[config.mk]
export PLATFORM = sky130hd
export DESIGN_NAME = rs_pwm
export DESIGN_NICKNAME = d
export VERILOG_FILES = /design/src/include/rs_pwm_pkg.sv /design/src/verilog/rs_pwm.sv
export SDC_FILE = /design/constraint.sdc
export NUM_CORES = 1
export LEC_CHECK = 0
export BUFFER_PORTS_ARGS = -buffer_cell sky130_fd_sc_hd__buf_2
export CORE_MARGIN = 2
export CORE_UTILIZATION = 25
export CTS_CLUSTER_SIZE = 20
export DETAILED_ROUTE_END_ITERATION = 16
export GPL_TIMING_DRIVEN = 1
export PLACE_DENSITY = 0.38
export SYNTH_ARGS = -nofsm -noshare
export SYNTH_HDL_FRONTEND = slang
export SYNTH_SLANG_ARGS = --single-unit
[constraint.sdc]
create_clock -name hclk -period 3.35 [get_ports hclk]
set_input_delay 0.8375 -clock hclk [delete_from_list [all_inputs] [get_ports hclk]]
set_output_delay 0.8375 -clock hclk [all_outputs]
set_load 0.02 [all_outputs]
[src/include/rs_pwm_pkg.sv]
// Package: register map, field layout and timing constants of the PWM block
package rs_pwm_pkg;

  // Register byte offsets
  localparam logic [7:0] CTRL_OFF       = 8'h00;
  localparam logic [7:0] STATUS_OFF     = 8'h04;
  localparam logic [7:0] CYCLE_OFF      = 8'h08;
  localparam logic [7:0] DUTY1_OFF      = 8'h0C;
  localparam logic [7:0] DUTY2_OFF      = 8'h10;
  localparam logic [7:0] DUTY3_OFF      = 8'h14;
  localparam logic [7:0] CYCLE_BUF_OFF  = 8'h18;
  localparam logic [7:0] DUTY1_BUF_OFF  = 8'h1C;
  localparam logic [7:0] DUTY2_BUF_OFF  = 8'h20;
  localparam logic [7:0] DUTY3_BUF_OFF  = 8'h24;
  localparam logic [7:0] MCNT_OFF       = 8'h28;
  localparam logic [7:0] SCNT_OFF       = 8'h2C;
  localparam logic [7:0] SCTRL_OFF      = 8'h30;

  // Control register field positions, plus the status register flag bit
  localparam int RUN_BIT     = 0;
  localparam int BFA_BIT     = 1;
  localparam int BFB_BIT     = 2;
  localparam int POSITIVE_LEVEL_SELECT_BIT    = 3;
  localparam int INVERSE_LEVEL_SELECT_BIT    = 4;
  localparam int TOG_EN_BIT  = 5;
  localparam int PORT_LV_BIT = 6;
  localparam int RSMODE_BIT  = 7;
  localparam int CTRL_W      = 8;
  localparam int FLAG_BIT    = 0;

  // Widths and reset values
  localparam int CNT_W = 16;
  localparam logic [CNT_W-1:0] CNT_RESET   = 16'h0000;
  localparam logic [CNT_W-1:0] CYCLE_RESET = 16'hFFFF;
  localparam logic [CNT_W-1:0] DUTY_RESET  = 16'h0000;
  localparam logic [CTRL_W-1:0] CTRL_RESET = 8'h00;

  // Count tick: peripheral clock divided by four
  localparam int PRESCALE = 4;
  localparam logic [1:0] PRE_LAST = 2'(PRESCALE - 1);

  // Control fields carried together
  typedef struct packed {
    logic rs_mode;
    logic port_level;
    logic toggle_en;
    logic inv_level;
    logic pos_level;
    logic buf_b;
    logic buf_a;
    logic run;
  } ctrl_s;

  // Bus-side phase tracker
  typedef enum logic [2:0] {
    BUS_IDLE  = 3'b001,
    BUS_RWAIT = 3'b010,
    BUS_RDONE = 3'b100
  } bus_e;

endpackage

[src/verilog/rs_pwm.sv]
// Reset-synchronized three-phase PWM generator with AHB-Lite register slave
`timescale 1ns/10ps
module rs_pwm (
  // Clock and reset
  input  wire logic        hclk,
  input  wire logic        hresetn,
  // AHB-Lite slave
  input  wire logic        hsel,
  input  wire logic [31:0] haddr,
  input  wire logic [1:0]  htrans,
  input  wire logic        hwrite,
  input  wire logic [2:0]  hsize,
  input  wire logic [31:0] hwdata,
  input  wire logic        hready,
  output logic             hreadyout,
  output logic      [31:0] hrdata,
  output logic             hresp,
  // PWM outputs
  output logic             phase1_positive_out,
  output logic             phase1_inverse_out,
  output logic             phase2_positive_out,
  output logic             phase2_inverse_out,
  output logic             phase3_positive_out,
  output logic             phase3_inverse_out,
  output logic             cycle_sync_toggle_pin,
  // Cycle compare-match request
  output logic             cycle_irq
);

  localparam int W = rs_pwm_pkg::CNT_W;
  // Compare of counter against a register
  function automatic logic hit(input logic [W-1:0] a, input logic [W-1:0] b);
    hit = (a == b);
  endfunction

  rs_pwm_pkg::ctrl_s ctrl_reg;
  rs_pwm_pkg::bus_e  bus_reg;
  logic [W-1:0]      cycle_compare_reg;
  logic [W-1:0]      phase1_duty_compare_reg;
  logic [W-1:0]      phase2_duty_compare_reg;
  logic [W-1:0]      phase3_duty_compare_reg;
  logic [W-1:0]      cycle_buffer_reg;
  logic [W-1:0]      phase1_duty_buffer_reg;
  logic [W-1:0]      phase2_duty_buffer_reg;
  logic [W-1:0]      phase3_duty_buffer_reg;
  logic [W-1:0]      master_counter_reg;
  logic [W-1:0]      slave_counter_reg;
  logic              slave_run_reg;
  logic [1:0]        pre_reg;
  logic [2:0]        phase_reg;
  logic              sync_tog_reg;
  logic              flag_reg;
  logic              irq_reg;
  logic [5:0]        out_reg;
  logic              sync_out_reg;
  logic              wr_pend_reg;
  logic [7:0]        wr_addr_reg;
  logic [7:0]        rd_addr_reg;
  logic [31:0]       hrdata_reg;

  // Bus decode
  wire        take     = hsel & htrans[1] & hready;
  wire        take_rd  = take & ~hwrite;
  wire        take_wr  = take & hwrite;
  wire [7:0]  addr8    = haddr[7:0];
  wire        wr_ctrl  = wr_pend_reg & (wr_addr_reg == rs_pwm_pkg::CTRL_OFF);
  wire        wr_stat  = wr_pend_reg & (wr_addr_reg == rs_pwm_pkg::STATUS_OFF);
  wire        wr_cyc   = wr_pend_reg & (wr_addr_reg == rs_pwm_pkg::CYCLE_OFF);
  wire        wr_d1    = wr_pend_reg & (wr_addr_reg == rs_pwm_pkg::DUTY1_OFF);
  wire        wr_d2    = wr_pend_reg & (wr_addr_reg == rs_pwm_pkg::DUTY2_OFF);
  wire        wr_d3    = wr_pend_reg & (wr_addr_reg == rs_pwm_pkg::DUTY3_OFF);
  wire        wr_cb    = wr_pend_reg & (wr_addr_reg == rs_pwm_pkg::CYCLE_BUF_OFF);
  wire        wr_b1    = wr_pend_reg & (wr_addr_reg == rs_pwm_pkg::DUTY1_BUF_OFF);
  wire        wr_b2    = wr_pend_reg & (wr_addr_reg == rs_pwm_pkg::DUTY2_BUF_OFF);
  wire        wr_b3    = wr_pend_reg & (wr_addr_reg == rs_pwm_pkg::DUTY3_BUF_OFF);
  wire        wr_mcnt  = wr_pend_reg & (wr_addr_reg == rs_pwm_pkg::MCNT_OFF);
  wire        wr_scnt  = wr_pend_reg & (wr_addr_reg == rs_pwm_pkg::SCNT_OFF);
  wire        wr_sctl  = wr_pend_reg & (wr_addr_reg == rs_pwm_pkg::SCTRL_OFF);
  wire [W-1:0] wd16    = hwdata[W-1:0];

  // Count tick and cycle match
  wire        tick     = ctrl_reg.run & ctrl_reg.rs_mode & (pre_reg == rs_pwm_pkg::PRE_LAST);
  wire        cyc_hit  = tick & hit(master_counter_reg, cycle_compare_reg);
  wire        load_a   = cyc_hit & ctrl_reg.buf_a;
  wire        load_b   = cyc_hit & ctrl_reg.buf_b;

  // Duty matches ignored on the clearing tick so a high duty only toggles at cycle end
  wire [2:0]  duty_hit;
  assign duty_hit[0] = tick & ~cyc_hit & hit(master_counter_reg, phase1_duty_compare_reg);
  assign duty_hit[1] = tick & ~cyc_hit & hit(master_counter_reg, phase2_duty_compare_reg);
  assign duty_hit[2] = tick & ~cyc_hit & hit(master_counter_reg, phase3_duty_compare_reg);
  wire [2:0]  phase_next = phase_reg ^ (duty_hit | {3{cyc_hit}});

  // Level selection: positive active-high follows phase, inverse active-high is its complement
  wire [2:0]  pos_next = ctrl_reg.pos_level ? phase_next : ~phase_next;
  wire [2:0]  inv_next = ctrl_reg.inv_level ? ~phase_next : phase_next;
  wire        sync_tog_next = sync_tog_reg ^ cyc_hit;
  wire        sync_next = ctrl_reg.toggle_en ? sync_tog_next : ctrl_reg.port_level;

  // Slave counter takes the master's settings in this mode
  wire        slave_go = ctrl_reg.rs_mode ? tick
                       : (slave_run_reg & (pre_reg == rs_pwm_pkg::PRE_LAST));
  wire        slave_clr = ctrl_reg.rs_mode & cyc_hit;
  // Read mux, one wait state so a just-written value is seen
  logic [31:0] rd_mux;
  always_comb
  begin
    case (rd_addr_reg)
      rs_pwm_pkg::CTRL_OFF:      rd_mux = {24'h00_0000, ctrl_reg};
      rs_pwm_pkg::STATUS_OFF:    rd_mux = {31'h0000_0000, flag_reg};
      rs_pwm_pkg::CYCLE_OFF:     rd_mux = {16'h0000, cycle_compare_reg};
      rs_pwm_pkg::DUTY1_OFF:     rd_mux = {16'h0000, phase1_duty_compare_reg};
      rs_pwm_pkg::DUTY2_OFF:     rd_mux = {16'h0000, phase2_duty_compare_reg};
      rs_pwm_pkg::DUTY3_OFF:     rd_mux = {16'h0000, phase3_duty_compare_reg};
      rs_pwm_pkg::CYCLE_BUF_OFF: rd_mux = {16'h0000, cycle_buffer_reg};
      rs_pwm_pkg::DUTY1_BUF_OFF: rd_mux = {16'h0000, phase1_duty_buffer_reg};
      rs_pwm_pkg::DUTY2_BUF_OFF: rd_mux = {16'h0000, phase2_duty_buffer_reg};
      rs_pwm_pkg::DUTY3_BUF_OFF: rd_mux = {16'h0000, phase3_duty_buffer_reg};
      rs_pwm_pkg::MCNT_OFF:      rd_mux = {16'h0000, master_counter_reg};
      rs_pwm_pkg::SCNT_OFF:      rd_mux = {16'h0000, slave_counter_reg};
      rs_pwm_pkg::SCTRL_OFF:     rd_mux = {31'h0000_0000, slave_run_reg};
      default:                   rd_mux = 32'h0000_0000;
    endcase
  end

  // Bus phase tracking
  always_ff @(posedge hclk or negedge hresetn)
  begin
    if (!hresetn)
    begin
      bus_reg     <= rs_pwm_pkg::BUS_IDLE;
      wr_pend_reg <= 1'b0;
      wr_addr_reg <= 8'h00;
      rd_addr_reg <= 8'h00;
    end
    else
    begin
      wr_pend_reg <= take_wr;
      if (take)
      begin
        wr_addr_reg <= addr8;
        rd_addr_reg <= addr8;
      end
      case (bus_reg)
        rs_pwm_pkg::BUS_RWAIT: bus_reg <= rs_pwm_pkg::BUS_RDONE;
        rs_pwm_pkg::BUS_IDLE,
        rs_pwm_pkg::BUS_RDONE: bus_reg <= take_rd ? rs_pwm_pkg::BUS_RWAIT : rs_pwm_pkg::BUS_IDLE;
        default:               bus_reg <= rs_pwm_pkg::BUS_IDLE;
      endcase
    end
  end

  // Read data captured in the wait cycle
  always_ff @(posedge hclk or negedge hresetn)
  begin
    if (!hresetn)
      hrdata_reg <= 32'h0000_0000;
    else if (bus_reg == rs_pwm_pkg::BUS_RWAIT)
      hrdata_reg <= rd_mux;
  end

  // Control and slave control registers
  always_ff @(posedge hclk or negedge hresetn)
  begin
    if (!hresetn)
    begin
      ctrl_reg      <= rs_pwm_pkg::CTRL_RESET;
      slave_run_reg <= 1'b0;
    end
    else
    begin
      if (wr_ctrl)
        ctrl_reg <= hwdata[rs_pwm_pkg::CTRL_W-1:0];
      if (wr_sctl)
        slave_run_reg <= hwdata[0];
    end
  end

  // Prescaler: one count tick every fourth clock
  always_ff @(posedge hclk or negedge hresetn)
  begin
    if (!hresetn)
      pre_reg <= 2'h0;
    else
      pre_reg <= pre_reg + 2'h1;
  end

  // Master counter; a software write wins over counting
  always_ff @(posedge hclk or negedge hresetn)
  begin
    if (!hresetn)
      master_counter_reg <= rs_pwm_pkg::CNT_RESET;
    else if (wr_mcnt)
      master_counter_reg <= wd16;
    else if (cyc_hit)
      master_counter_reg <= rs_pwm_pkg::CNT_RESET;
    else if (tick)
      master_counter_reg <= master_counter_reg + 16'h0001;
  end

  // Slave counter
  always_ff @(posedge hclk or negedge hresetn)
  begin
    if (!hresetn)
      slave_counter_reg <= rs_pwm_pkg::CNT_RESET;
    else if (wr_scnt)
      slave_counter_reg <= wd16;
    else if (slave_clr)
      slave_counter_reg <= rs_pwm_pkg::CNT_RESET;
    else if (slave_go)
      slave_counter_reg <= slave_counter_reg + 16'h0001;
  end

  // Compare registers; buffer transfer at cycle match beats a software write
  always_ff @(posedge hclk or negedge hresetn)
  begin
    if (!hresetn)
    begin
      cycle_compare_reg       <= rs_pwm_pkg::CYCLE_RESET;
      phase1_duty_compare_reg <= rs_pwm_pkg::DUTY_RESET;
      phase2_duty_compare_reg <= rs_pwm_pkg::DUTY_RESET;
      phase3_duty_compare_reg <= rs_pwm_pkg::DUTY_RESET;
    end
    else
    begin
      if (load_a)
        cycle_compare_reg <= cycle_buffer_reg;
      else if (wr_cyc)
        cycle_compare_reg <= wd16;
      if (load_a)
        phase2_duty_compare_reg <= phase2_duty_buffer_reg;
      else if (wr_d2)
        phase2_duty_compare_reg <= wd16;
      if (load_b)
        phase1_duty_compare_reg <= phase1_duty_buffer_reg;
      else if (wr_d1)
        phase1_duty_compare_reg <= wd16;
      if (load_b)
        phase3_duty_compare_reg <= phase3_duty_buffer_reg;
      else if (wr_d3)
        phase3_duty_compare_reg <= wd16;
    end
  end

  // Buffer registers, written by software only
  always_ff @(posedge hclk or negedge hresetn)
  begin
    if (!hresetn)
    begin
      cycle_buffer_reg       <= rs_pwm_pkg::CYCLE_RESET;
      phase1_duty_buffer_reg <= rs_pwm_pkg::DUTY_RESET;
      phase2_duty_buffer_reg <= rs_pwm_pkg::DUTY_RESET;
      phase3_duty_buffer_reg <= rs_pwm_pkg::DUTY_RESET;
    end
    else
    begin
      if (wr_cb)
        cycle_buffer_reg <= wd16;
      if (wr_b1)
        phase1_duty_buffer_reg <= wd16;
      if (wr_b2)
        phase2_duty_buffer_reg <= wd16;
      if (wr_b3)
        phase3_duty_buffer_reg <= wd16;
    end
  end

  // Waveform state and registered pins
  always_ff @(posedge hclk or negedge hresetn)
  begin
    if (!hresetn)
    begin
      phase_reg    <= 3'h0;
      sync_tog_reg <= 1'b0;
      out_reg      <= 6'h00;
      sync_out_reg <= 1'b0;
    end
    else
    begin
      phase_reg    <= phase_next;
      sync_tog_reg <= sync_tog_next;
      out_reg      <= {inv_next, pos_next};
      sync_out_reg <= sync_next;
    end
  end

  // Cycle match request pulse and sticky flag; setting wins over clearing
  always_ff @(posedge hclk or negedge hresetn)
  begin
    if (!hresetn)
    begin
      irq_reg  <= 1'b0;
      flag_reg <= 1'b0;
    end
    else
    begin
      irq_reg <= cyc_hit;
      if (cyc_hit)
        flag_reg <= 1'b1;
      else if (wr_stat & hwdata[rs_pwm_pkg::FLAG_BIT])
        flag_reg <= 1'b0;
    end
  end

  // Output wiring
  assign hreadyout             = (bus_reg != rs_pwm_pkg::BUS_RWAIT);
  assign hrdata                = hrdata_reg;
  assign hresp                 = 1'b0;
  assign phase1_positive_out   = out_reg[0];
  assign phase2_positive_out   = out_reg[1];
  assign phase3_positive_out   = out_reg[2];
  assign phase1_inverse_out    = out_reg[3];
  assign phase2_inverse_out    = out_reg[4];
  assign phase3_inverse_out    = out_reg[5];
  assign cycle_sync_toggle_pin = sync_out_reg;
  assign cycle_irq             = irq_reg;
endmodule // rs_pwm

==> impl_metrics.json <==
{
  "status": "finished clean",
  "port_buffers": 54,
  "fin_crit_ns": 2.89,
  "postCtsSetupRepairBufs": 0,
  "die_area_sq_um": 48500,
  "sequentialPowerShare_pct": 39.5,
  "hp-class": "primary input to asynchronous set/reset pin",
  "power_switching_w": 0.00270,
  "cts_tree": "built",
  "grt_pass1_wl_mm": 68.8,
  "final_antenna_net_count": 0,
  "fin_skew_ns": 0.0151,
  "comb_power_share_pct": 22.5,
  "cts-resized-gates": 0,
  "area_delta_synth_final_pct": 18.1,
  "crit_chain": "xor2_1, or4b_1, or4_4, o21ai_4, nor4b_1, a221o_1",
  "path_clk_slew_ns": 0.06,
  "num-nets-final": 1276,
  "wire_per_inst_um": 26.0,
  "core_area_sq_um": 46400,
  "p_per_area_nw_per_um2": 590,
  "globalRoute.totalOverflow": 0,
  "synth.distinct_cells": 64,
  "die_y_um": 220,
  "routed_via_density": 5.12,
  "crit_arrival_ns": 3.32,
  "cp-end-kind": "flop",
  "drv_cap": 0,
  "fin_crit_sh_pct": 86.4,
  "timing.hold.ws_ns": 0.281,
  "slew_violations": 0,
  "synth_edf_count": 0,
  "cts_root_buffer": "clkbuf_16",
  "initial_utilization_pct": 25.2,
  "yosys_warnings": 0,
  "cp.required_ns": 3.78,
  "p_leak_nw": 5.84,
  "dp.cells": 1777,
  "crit_slowest_cell": "or4b_1",
  "drc_errors": 0,
  "cts_buffers": 27,
  "grt_pass1_vias": 9279,
  "dpl-instance-area_sq_um": 12900,
  "syn_inst": 1148,
  "cp_num_buf_inv": 0,
  "vdd_drop_max_uv": 493,
  "swShare_pct": 33.2,
  "hold_violations": 0,
  "die_w_um": 220,
  "tightest_slew_ns": 0.903,
  "finalPower_w": 0.00814,
  "num_vias": 9351,
  "design_area_sq_um": 13800,
  "nFillCells": 4839,
  "yosysSeqAreaShare_pct": 45.7,
  "crit_family": "simple AND/OR/NAND/NOR gates",
  "antenna_found_initial": 0,
  "p_int_w": 0.00544,
  "htree_levels": 1,
  "synth_top_cell_area_share_pct": 38.3,
  "setup_violations": 0,
  "mostFrequentLayoutCell": "dfrtp_1",
  "routed_wl_mm": 47.4,
  "clk_latency_ns": 0.55,
  "cp.depth": 6,
  "rows": 79,
  "timing.fmax_mhz": 346,
  "crit_path_max_incr_delay_ns": 0.56,
  "clockBufferDepth": 3,
  "layout_common_cells": "dfrtp_1, nor2_1, a21oi_1",
  "critPathMaxFanout": 10,
  "tns_ns": 0,
  "n_antenna_cell": 0,
  "grt_setup_unrepaired": "no",
  "ys_ff_latch": 212,
  "netlist_area_sq_um": 11700,
  "critPathKind": "flop to flop",
  "drtIter0Drc": 848,
  "reg2regPathDepth": 6,
  "synthArstFlopShare_pct": 100,
  "grt_usage_pct": 19.7,
  "clock-sinks": 212,
  "cp-start-kind": "flop",
  "grt_max_degree": 81,
  "drive_gt1_share_pct": 25.6,
  "pin_count": 116,
  "synth.avg_cell_area_sq_um": 10.2,
  "p_clk_share_pct": 38.1,
  "synth-main-ff-cell": "dfrtp_1",
  "drt-pass1-iter-count": 5,
  "synth_area_leaders": "dfrtp_1, mux2_2, mux2i_1",
  "dpl.hpwl_mm": 34.0,
  "hold_buffers": 0,
  "synth_top_area_cell": "dfrtp_1",
  "relSlewSlack_pct": 39.8,
  "stdcell_count": 1825,
  "gp_congestion": 0.908
}
-- kinds of logic (layout without fill, tap and decap cells) --
kind of cell               count (synthesis)  in the layout  synth area share [%]
adders and majority gates                  3              3                 0.321
xor gates and xnor gates                  82             82                  6.34
and+or+nand+nor                          305            305                  12.4
AOI/OAI and AO/OA                        237            237                  13.0
other                                      1             17                0.0321
DFF                                      212            212                  45.7
buffers and inverters                    123            177                  4.73
muxes                                    185            185                  17.4
-- cell usage after synthesis, types with 15 or more instances --
library cell / n
o21ai_0: 32
nor2_1: 111
mux2_2: 90
a21oi_1: 95
clkbuf_1: 67
nand2_1: 70
dfstp_2: 33
o22ai_1: 15
xor2_1: 60
buf_4: 19
a22oi_1: 19
dfrtp_1: 179
nor3_1: 19
mux2i_1: 89
buf_1: 16
xnor2_1: 19
nand3_1: 36
-- power groups by stage --
stage          Clock, W  Combinational [W]  Sequential [W]
6_report        0.00310            0.00183         0.00321
5_1_grt         0.00328            0.00196         0.00325
4_1_cts         0.00319            0.00181         0.00321
3_5_place_dp          0            0.00180         0.00325
3_3_place_gp          0            0.00181         0.00325
2_1_floorplan         0            0.00125         0.00302
-- stage by stage --
stage / worst slack, ns / utilization [%]
detailed placement: 0.477 / 27.8
finish: 0.456 / 29.8
CTS: 0.459 / 29.8
floorplan: 0.934 / -
global placement: 0.494 / 27.8
global route: 0.369 / 29.8
-- area by class of cell --
cell class,instances,area (sq um),area share [%]
timing repair buffer,119,818,5.93
clock inverter,10,153,1.11
clock buffer,38,787,5.70
tap,607,759,5.50
multi-input combinational,829,5910,42.8
sequential,212,5350,38.7
inverter,10,37.5,0.272
-- layer usage --
metal	routed length (um)	vias up	global-route usage, %
met4	1230	0	5.37
met1	21400	4765	27.5
met3	2700	68	2.57
li1	-	4208	-
met2	22000	310	32.0
met5	0	-	0
-- worst paths after layout --
kind / from / end / slack [ns]
max: master_counter_reg[4] / slave_counter_reg[10] / 0.46
max reg2reg: master_counter_reg[4] / slave_counter_reg[10] / 0.46
min: hresetn / cycle_irq / 0.28
min in group hclk: pre_reg[0] / pre_reg[0] / 0.43
max in group asynchronous: hresetn / cycle_compare_reg[6] / 2.23
min reg2reg: pre_reg[0] / pre_reg[0] / 0.43
(Power assumes the default switching activity.)
